[src/hw/lef_pkg.sv]
// latched event flag package: register map, fields, resets, timing, carriers
package lef_pkg;
	// register byte addresses
	localparam logic [7:0] ADDR_FLAGS = 8'h00;
	localparam logic [7:0] ADDR_MASK = 8'h01;
	localparam logic [7:0] ADDR_LIVE = 8'h02;
	localparam logic [7:0] ADDR_INTEG = 8'h03;
	localparam logic [7:0] ADDR_SOFT_RST = 8'h04;
	localparam logic [7:0] ADDR_CURR = 8'h05;
	localparam logic [7:0] ADDR_FUNC = 8'h06;
	localparam logic [7:0] ADDR_DRV = 8'h07;
	localparam logic [7:0] ADDR_AUX = 8'h08;
	localparam logic [7:0] ADDR_CLKO = 8'h09;
	localparam logic [7:0] ADDR_TRIM = 8'h0a;
	localparam logic [7:0] ADDR_WAKE_REQ = 8'h0b;
	localparam logic [7:0] ADDR_PART_ID = 8'h0c;
	// flag, mask and other register bit positions
	localparam int BIT_NOT_READY = 7;
	localparam int BIT_WAKE = 6;
	localparam int BIT_DRV_FAULT = 4;
	localparam int BIT_SUP_WARN = 3;
	localparam int BIT_SUP_UV = 2;
	localparam int BIT_TH_SHUT = 1;
	localparam int BIT_TH_WARN = 0;
	localparam int BIT_SOFT_RST = 7;
	localparam int BIT_CORRUPT = 7;
	localparam int BIT_LINE_LVL = 7;
	localparam int BIT_AUX_LVL = 6;
	// reset values and writable bits of the mask
	localparam logic [7:0] FLAGS_RESET = 8'h00;
	localparam logic [7:0] MASK_RESET = 8'h00;
	localparam logic [7:0] CURR_RESET = 8'h00;
	localparam logic [7:0] CFG_RESET = 8'h00;
	localparam logic [7:0] MASKABLE = 8'h5f;
	// writable register array and index of the mask in it
	localparam int NUM_WR = 8;
	localparam logic [2:0] IDX_MASK = 3'h0;
	// asynchronous source order in the synchroniser bank
	localparam int SRC_LINE = 6;
	localparam int SRC_AUX = 7;
	localparam int SRC_RAIL = 8;
	localparam int SRC_DIST = 9;
	localparam int NUM_SRC = 10;
	// wake pulse length
	localparam int WAKE_PULSE_US = 200;
	localparam int CLK_MHZ = 125;
	localparam int WAKE_PULSE_CYCLES = WAKE_PULSE_US * CLK_MHZ;
	// arbitrary part identifier value
	localparam logic [7:0] PART_ID_DEFAULT = 8'h5a;
	// raw comparator conditions, wake at the top
	typedef struct packed {
		logic wake;
		logic drv_fault;
		logic sup_warn;
		logic sup_uv;
		logic th_shut;
		logic th_warn;
	} lef_cond_t;
	// one register access from the serial port engine
	typedef struct packed {
		logic rd;
		logic wr;
		logic [7:0] addr;
		logic [7:0] wdata;
	} lef_req_t;
endpackage

[src/hw/lef_sync.sv]
// three-stage synchroniser with agreement filter and onset pulse
`timescale 1ns/1ps
module lef_sync (
	input wire logic mclk,
	input wire logic reset,
	input wire logic async_in,
	output logic level,
	output logic rise
);
	logic s1;
	logic s2;
	logic s3;

	// shift chain, first stage feeds only the second
	always_ff @(posedge mclk or posedge reset)
	begin
		if (reset)
		begin
			s1 <= 1'b0;
			s2 <= 1'b0;
			s3 <= 1'b0;
		end
		else
		begin
			s1 <= async_in;
			s2 <= s1;
			s3 <= s2;
		end
	end

	// accept a change once stages two and three agree
	always_ff @(posedge mclk or posedge reset)
	begin
		if (reset)
		begin
			level <= 1'b0;
			rise <= 1'b0;
		end
		else
		begin
			if (s2 == s3)
				level <= s3;
			rise <= (s2 == s3) && s3 && !level;
		end
	end
endmodule

[src/hw/lef_pulse_timer.sv]
// retriggerable fixed-length pulse
`timescale 1ns/1ps
module lef_pulse_timer #(
	parameter int CYCLES = 25000
) (
	input wire logic mclk,
	input wire logic reset,
	input wire logic start,
	output logic active
);
	logic [15:0] cnt;

	// load on start, active for exactly CYCLES clocks
	always_ff @(posedge mclk or posedge reset)
	begin
		if (reset)
		begin
			cnt <= 16'h0000;
			active <= 1'b0;
		end
		else if (start)
		begin
			cnt <= 16'(CYCLES);
			active <= 1'b1;
		end
		else if (cnt > 16'h0001)
			cnt <= cnt - 16'h0001;
		else
		begin
			cnt <= 16'h0000;
			active <= 1'b0;
		end
	end
endmodule

[src/hw/lef_event_flags.sv]
// latched event flags, mask, integrity check and register file
`timescale 1ns/1ps

// How it works
// - internal rail undervoltage resets every register and sets the not-ready flag (bit 7).
// - after power-up all registers take defaults and not-ready is then set until the flags are read.
// - a detected register upset or parity mismatch sets not-ready while the corruption indicator stands.
// - not-ready always pulls the interrupt output low and has no mask bit.
// - a wake-up onset sets the wake flag (bit 6), which holds until the next flag read.
// - a driver overcurrent, overload or driver thermal fault sets the driver-fault flag (bit 4).
// - the supply warning comparator sets the supply-warning flag (bit 3).
// - the supply undervoltage comparator sets the supply-undervoltage flag (bit 2).
// - entering thermal shutdown sets the thermal-shutdown flag (bit 1).
// - crossing the thermal warning threshold sets the thermal-warning flag (bit 0).
// - flags are sticky and one read of the flag register clears them all together.
// - an unmasked set flag holds the interrupt output low; a mask bit of one blocks it.
// - with the wake mask set, a wake-up gives a fixed 200 us low pulse instead.
module lef_event_flags #(
	parameter int WAKE_PULSE_CYCLES = lef_pkg::WAKE_PULSE_CYCLES,
	parameter logic [7:0] PART_ID = lef_pkg::PART_ID_DEFAULT
) (
	input wire logic mclk,
	input wire logic reset,
	input wire lef_pkg::lef_req_t bus_req,
	input wire lef_pkg::lef_cond_t cond_raw,
	input wire logic line_low_raw,
	input wire logic aux_low_raw,
	input wire logic rail_uv_raw,
	input wire logic disturb_raw,
	output logic [7:0] rd_data,
	output logic event_output_n,
	output logic driver_off,
	output logic [lef_pkg::NUM_WR-1:0][7:0] config_bytes
);
	// writable register index: {valid, index}
	function automatic logic [3:0] wr_index(input logic [7:0] a);
		logic [3:0] r;
		r = 4'h0;
		if (a == lef_pkg::ADDR_MASK)
			r = {1'b1, lef_pkg::IDX_MASK};
		else if (a >= lef_pkg::ADDR_CURR && a <= lef_pkg::ADDR_WAKE_REQ)
			r = {1'b1, 3'(a - lef_pkg::ADDR_SOFT_RST)};
		return r;
	endfunction

	// default value of a writable register
	function automatic logic [7:0] reg_default(input logic [2:0] idx);
		logic [7:0] r;
		r = lef_pkg::CFG_RESET;
		if (idx == lef_pkg::IDX_MASK)
			r = lef_pkg::MASK_RESET;
		else if (idx == 3'h1)
			r = lef_pkg::CURR_RESET;
		return r;
	endfunction

	// even parity of one byte
	function automatic logic parity(input logic [7:0] v);
		return ^v;
	endfunction

	logic [lef_pkg::NUM_SRC-1:0] raw;
	logic [lef_pkg::NUM_SRC-1:0] lvl;
	logic [lef_pkg::NUM_SRC-1:0] rise;
	logic [7:0] flags;
	logic [7:0] next_flags;
	logic [7:0] onset;
	logic [7:0] mask;
	logic [7:0] live;
	logic [7:0] next_rd_data;
	logic [7:0] wr_value;
	logic [3:0] wsel;
	logic [lef_pkg::NUM_WR-1:0] par;
	logic [lef_pkg::NUM_WR-1:0] mismatch;
	logic [lef_pkg::NUM_WR-1:0] rewritten;
	logic corrupt;
	logic por_pending;
	logic pulse_active;
	logic rail_lvl;
	logic soft_hit;
	logic wipe;
	logic wr_hit;
	logic rd_flags;
	logic nr_set;
	logic masked_any;

	// gather every asynchronous source into one bank
	assign raw = {disturb_raw, rail_uv_raw, aux_low_raw, line_low_raw, cond_raw};

	// one synchroniser per source
	generate
		for (genvar g = 0; g < lef_pkg::NUM_SRC; g++)
		begin : g_sync
			lef_sync u_sync (
				.mclk(mclk),
				.reset(reset),
				.async_in(raw[g]),
				.level(lvl[g]),
				.rise(rise[g])
			);
		end
	endgenerate

	// decode of the current access
	assign rail_lvl = lvl[lef_pkg::SRC_RAIL];
	assign wsel = wr_index(bus_req.addr);
	assign wr_hit = bus_req.wr && wsel[3];
	assign soft_hit = bus_req.wr && bus_req.addr == lef_pkg::ADDR_SOFT_RST && bus_req.wdata[lef_pkg::BIT_SOFT_RST];
	assign wipe = rail_lvl || soft_hit;
	assign rd_flags = bus_req.rd && bus_req.addr == lef_pkg::ADDR_FLAGS;
	assign mask = config_bytes[lef_pkg::IDX_MASK];

	// reserved mask bits never store, so they read back as zero
	assign wr_value = (wsel[2:0] == lef_pkg::IDX_MASK) ? (bus_req.wdata & lef_pkg::MASKABLE) : bus_req.wdata;

	// writable registers, back to defaults on rail loss or soft reset
	always_ff @(posedge mclk or posedge reset)
	begin
		if (reset)
		begin
			for (int i = 0; i < lef_pkg::NUM_WR; i++)
			begin
				config_bytes[i] <= reg_default(3'(i));
				par[i] <= parity(reg_default(3'(i)));
			end
		end
		else if (wipe)
		begin
			for (int i = 0; i < lef_pkg::NUM_WR; i++)
			begin
				config_bytes[i] <= reg_default(3'(i));
				par[i] <= parity(reg_default(3'(i)));
			end
		end
		else if (wr_hit)
		begin
			config_bytes[wsel[2:0]] <= wr_value;
			par[wsel[2:0]] <= parity(wr_value);
		end
	end

	// continuous parity check of every stored byte
	generate
		for (genvar g = 0; g < lef_pkg::NUM_WR; g++)
		begin : g_check
			assign mismatch[g] = parity(config_bytes[g]) ^ par[g];
		end
	endgenerate

	// corruption indicator: set by upset, cleared once all bytes rewritten
	always_ff @(posedge mclk or posedge reset)
	begin
		if (reset)
		begin
			corrupt <= 1'b0;
			rewritten <= '0;
		end
		else if (wipe)
		begin
			corrupt <= 1'b0;
			rewritten <= '0;
		end
		else if (rise[lef_pkg::SRC_DIST] || (|mismatch))
		begin
			corrupt <= 1'b1;
			rewritten <= '0;
		end
		else
		begin
			if (wr_hit)
				rewritten[wsel[2:0]] <= 1'b1;
			if (&rewritten)
				corrupt <= 1'b0;
		end
	end

	// power-up marker, gone one clock after release
	always_ff @(posedge mclk or posedge reset)
	begin
		if (reset)
			por_pending <= 1'b1;
		else
			por_pending <= 1'b0;
	end

	// condition onsets placed at their flag bits
	assign onset = {1'b0, rise[5], 1'b0, rise[4:0]};
	assign nr_set = por_pending || rail_lvl || corrupt;

	// flag update: clear on read or wipe, then sets win
	always_comb
	begin
		next_flags = flags;
		if (rd_flags)
			next_flags = lef_pkg::FLAGS_RESET;
		if (wipe)
			next_flags = lef_pkg::FLAGS_RESET;
		next_flags = next_flags | onset;
		if (nr_set)
			next_flags[lef_pkg::BIT_NOT_READY] = 1'b1;
	end

	// sticky flag register
	always_ff @(posedge mclk or posedge reset)
	begin
		if (reset)
			flags <= lef_pkg::FLAGS_RESET;
		else
			flags <= next_flags;
	end

	// live condition view
	assign live = {lvl[lef_pkg::SRC_LINE], lvl[lef_pkg::SRC_AUX], 1'b0, lvl[4:0]};

	// read multiplexer, unmapped and write-only read as zero
	always_comb
	begin
		next_rd_data = 8'h00;
		if (wsel[3])
			next_rd_data = config_bytes[wsel[2:0]];
		else
		begin
			unique case (bus_req.addr)
				lef_pkg::ADDR_FLAGS: next_rd_data = flags;
				lef_pkg::ADDR_LIVE: next_rd_data = live;
				lef_pkg::ADDR_INTEG: next_rd_data = {corrupt, 7'h00};
				lef_pkg::ADDR_PART_ID: next_rd_data = PART_ID;
				default: next_rd_data = 8'h00;
			endcase
		end
	end

	// read data latched on the same edge the flags clear
	always_ff @(posedge mclk or posedge reset)
	begin
		if (reset)
			rd_data <= 8'h00;
		else if (bus_req.rd)
			rd_data <= next_rd_data;
	end

	// wake pulse instead of a latched assertion when masked
	lef_pulse_timer #(
		.CYCLES(WAKE_PULSE_CYCLES)
	) u_wake_pulse (
		.mclk(mclk),
		.reset(reset),
		.start(rise[5] && mask[lef_pkg::BIT_WAKE]),
		.active(pulse_active)
	);

	// any maskable flag set with its mask bit clear
	assign masked_any = |(flags & lef_pkg::MASKABLE & ~mask);

	// active-low interrupt output, not-ready unmaskable
	always_ff @(posedge mclk or posedge reset)
	begin
		if (reset)
			event_output_n <= 1'b1;
		else
			event_output_n <= !(flags[lef_pkg::BIT_NOT_READY] || masked_any || pulse_active);
	end

	// line driver held off while not ready or corrupted
	always_ff @(posedge mclk or posedge reset)
	begin
		if (reset)
			driver_off <= 1'b1;
		else
			driver_off <= flags[lef_pkg::BIT_NOT_READY] || nr_set;
	end
endmodule

[config.mk]
export PLATFORM = sky130hd
export DESIGN_NAME = lef_event_flags
export DESIGN_NICKNAME = d
export VERILOG_FILES = /design/src/hw/lef_pkg.sv /design/src/hw/lef_sync.sv /design/src/hw/lef_pulse_timer.sv /design/src/hw/lef_event_flags.sv
export SDC_FILE = /design/constraint.sdc
export NUM_CORES = 1
export LEC_CHECK = 0
export BUFFER_PORTS_ARGS = -buffer_cell sky130_fd_sc_hd__buf_2
export CORE_MARGIN = 1
export CORE_UTILIZATION = 39
export DETAILED_ROUTE_END_ITERATION = 7
export GPL_TIMING_DRIVEN = 0
export SLEW_MARGIN = 20
export SYNTH_ARGS = -nofsm -noshare
export SYNTH_HDL_FRONTEND = slang
export SYNTH_SLANG_ARGS = --single-unit
[constraint.sdc]
create_clock -name mclk -period 7 [get_ports mclk]
set_input_delay 0.7 -clock mclk [delete_from_list [all_inputs] [get_ports mclk]]
set_output_delay 0.7 -clock mclk [all_outputs]
set_load 0.1 [all_outputs]
==> results.py <==
metrics = {
    "floorplan": {
        "die_area_sq_um": 20400,
        "coreArea_sq_um": 19500,
        "start_util": 0.398,
        "fp.dieW_um": 143,
        "num_rows": 51,
        "io-pin-count": 104,
        "fp.dieH_um": 143,
    },
    "worst_setup_path": {
        "r2r_start": "mask[6]$_DFFE_PP0P_",
        "path_max_fanout": 10,
        "reg2reg_slack_ps": 4370,
        "endpoint_kind": "flop",
        "required_ps": 7280,
        "crit_path_top_delay_cell": "nor4_2",
        "cp-endpoint": "rd_data[7]$_DFFE_PP0P_",
        "crit_chain": "buf_2, nor4_2, nand2_1, a2111oi_0, o221ai_1",
        "worstSetupPathType": "in -> reg",
        "cp-start-kind": "primary input",
        "r2r_cells": 7,
        "startpoint": "bus_req[15]",
        "r2r-end": "rewritten[0]$_DFFE_PP0P_",
        "crit_path_max_incr_delay_ps": 910,
        "cp.arrival_ps": 3190,
    },
    "logic_synthesis": {
        "synthCells": 725,
        "ys_ff_latch": 163,
        "syn-mean-instance-area_sq_um": 10.7,
        "synth_edf_count": 0,
        "async_flop_share": 1.00,
        "synth_area_sq_um": 7750,
        "synth_nets": 764,
        "ys_seq_area_frac": 0.527,
        "synth.distinct_cells": 65,
        "yosys_warnings": 0,
        "ys.flop_type": "dfrtp_1",
    },
    "global_route": {
        "grt.overflow.total": 0,
        "grt.total_usage": 0.223,
        "grt_pass1_vias": 5514,
        "antenna_found_initial": 0,
        "grt_pass1_wl_um": 33200,
        "grt_max_degree": 100,
    },
    "clock_network": {
        "insertion_delay_ps": 430,
        "cts.path.max_buffers": 2,
        "cts.clk_slew.worst_paths_ps": 60,
        "post_cts_resized": 0,
        "cts_max_level": 4,
        "cts_sinks": 163,
        "cts_setup_buffers": 0,
        "cts_tree": "built",
        "postCtsHoldBufs": 0,
        "root_buffer": "clkbuf_16",
        "cts_buffers": 17,
    },
    "power_and_ir_drop": {
        "ir_worst_vdd_v": 0.000192,
        "leakage_nw": 4.18,
        "power_density_nw_per_um2": 244,
    },
    "timing": {
        "fin_skew_ps": 6.83,
        "worstMarginPinSlew_ps": 1070,
        "slew_viol_final": 0,
        "post-route-period-util": 0.415,
        "max_freq_mhz": 345,
        "relSlewSlack": 0.283,
        "finalSetupViolations": 0,
        "hold_viol_final": 0,
        "rsz0062_at_grt": "false",
        "period_needed_ps": 2900,
        "fin_hold_ws_ps": 291,
    },
    "cells_and_area": {
        "num_antenna_cells": 0,
        "synthToLayoutAreaGrowth_pct": 18.0,
        "layout.nets": 877,
        "final_area_sq_um": 9150,
        "layout-drive-gt1-share": 0.190,
        "final_util": 0.470,
    },
    "detailed_routing": {
        "drt-pass1-iter-count": 5,
        "num_vias": 5916,
        "via_per_inst": 5.30,
        "post_drt_wl_per_cell_um": 19.5,
        "drtIter0Drc": 398,
        "wirelength_um": 21800,
        "drcViolationCount": 0,
        "ant_nets": 0,
    },
    "flow_run": {
        "cap_viol_max_count": 0,
    },
    "place": {
        "io_buffers": 93,
        "gp_congestion": 0.902,
        "dp.final_hpwl_um": 15500,
        "placed_area_sq_um": 8590,
    },
    "min_path": {
        "hold_path_class": "in -> async",
    },
    "run_status": {
        "outcome": "complete, no violations",
    },
}
[registers in the layout, summed over array words and instances, names as in the netlist, 7 cells and up]
name,count
g_sync.u_sync.s2,10
u_wake_pulse.cnt,16
g_sync.u_sync.s3,10
mask,8
flags,7
g_sync.u_sync.s1,10
par,8
g_sync.u_sync.rise,7
g_sync.u_sync.level,10
rewritten,8
config_bytes,56
rd_data,8
[placed cells by master, fill, tap and decap left out, types with 13 or more instances in the layout]
master and count:
dfrtp_1 160, nand2_1 118, buf_2 95, a21oi_1 60, nor2_1 48, xnor2_1 45, mux2i_1 31, clkbuf_1 29
xor2_1 20, clkbuf_16 17, nor2b_1 16, o21ai_0 16, mux2_2 13
[synthesized netlist by cell type (all sizes together) (8+ instances only)]
| library cell | instances | area, sq um |
|---|---|---|
| dfrtp | 160 | 4000 |
| nand2 | 118 | 443 |
| a21oi | 60 | 300 |
| nor2 | 50 | 203 |
| xnor2 | 46 | 403 |
| mux2i | 31 | 310 |
| clkbuf | 28 | 105 |
| xor2 | 20 | 175 |
| o21ai | 17 | 85.1 |
| nor2b | 16 | 100 |
| mux2 | 13 | 146 |
| nor3 | 13 | 86.3 |
| inv | 12 | 45.0 |
| ha | 9 | 113 |
| buf | 8 | 43.8 |
| nand3 | 8 | 40.0 |
| o21a | 8 | 60.1 |
| xnor3 | 8 | 180 |
[where the power goes]
group	internal (mW)	total (mW)	switching, mW
sequential	1.02	1.08	0.0642
clock	0.479	0.884	0.405
combinational	0.0986	0.267	0.169
[final cells by class]
class	count	area (sq um)
flip-flops and latches	163	4080
inverters	12	52.6
multi-input cells	514	3480
fillers	1841	10300
clock buffers	20	457
repair buffers	94	493
plain buffers	36	149
clock inverters	12	98.8
well taps	265	332
[stage by stage]
step                      TNS (ps)  worst slack [ps]  cells  power, mW
after CTS                        0              4230   1116       2.25
final                            0              4100   1116       2.23
after detailed placement         0              3780   1084       1.36
after global placement      -19080              -134   1083       1.35
after floorplan                  0              1900    725       1.28
after global routing             0              4010   1116       2.32
[worst min-delay path by stage]
stage	cells after the start	to
global route	2	g_sync[0].u_sync.s2$_DFF_PP0_
floorplan	0	g_sync[0].u_sync.s2$_DFF_PP0_
finish	2	g_sync[0].u_sync.s2$_DFF_PP0_
detailed placement	0	g_sync[4].u_sync.s2$_DFF_PP0_
global placement	0	g_sync[1].u_sync.s2$_DFF_PP0_
CTS	2	g_sync[1].u_sync.s3$_DFF_PP0_
[per-layer routing]
| metal | up-vias | GRT usage | wire, um |
|---|---|---|---|
| met1 | 2958 | 0.324 | 10300 |
| met2 | 184 | 0.331 | 9860 |
| met3 | 27 | 0.0392 | 1210 |
| met4 | 0 | 0.0832 | 425 |
| met5 | - | 0 | 0 |
| li1 | 2747 | - | - |
[kinds of logic (layout without fill, tap and decap cells)]
kind of cell / after synthesis / count (layout) / share of synthesized area
AOI/OAI and AO/OA: 135 / 135 / 0.111
xor gates and xnor gates: 74 / 74 / 0.0978
adders and majority gates: 12 / 12 / 0.0184
buffers and inverters: 48 / 174 / 0.0250
DFF: 163 / 163 / 0.527
muxes: 47 / 47 / 0.0676
other: 1 / 1 / 0.000484
and+or+nand+nor: 245 / 245 / 0.153
[critical path: cells and delay by family]
kind | cells | cell delay (ps)
AOI/OAI and AO/OA | 2 | 1010
buffers and inverters | 1 | 110
and+or+nand+nor | 2 | 1370
(Power assumes the default switching activity.)
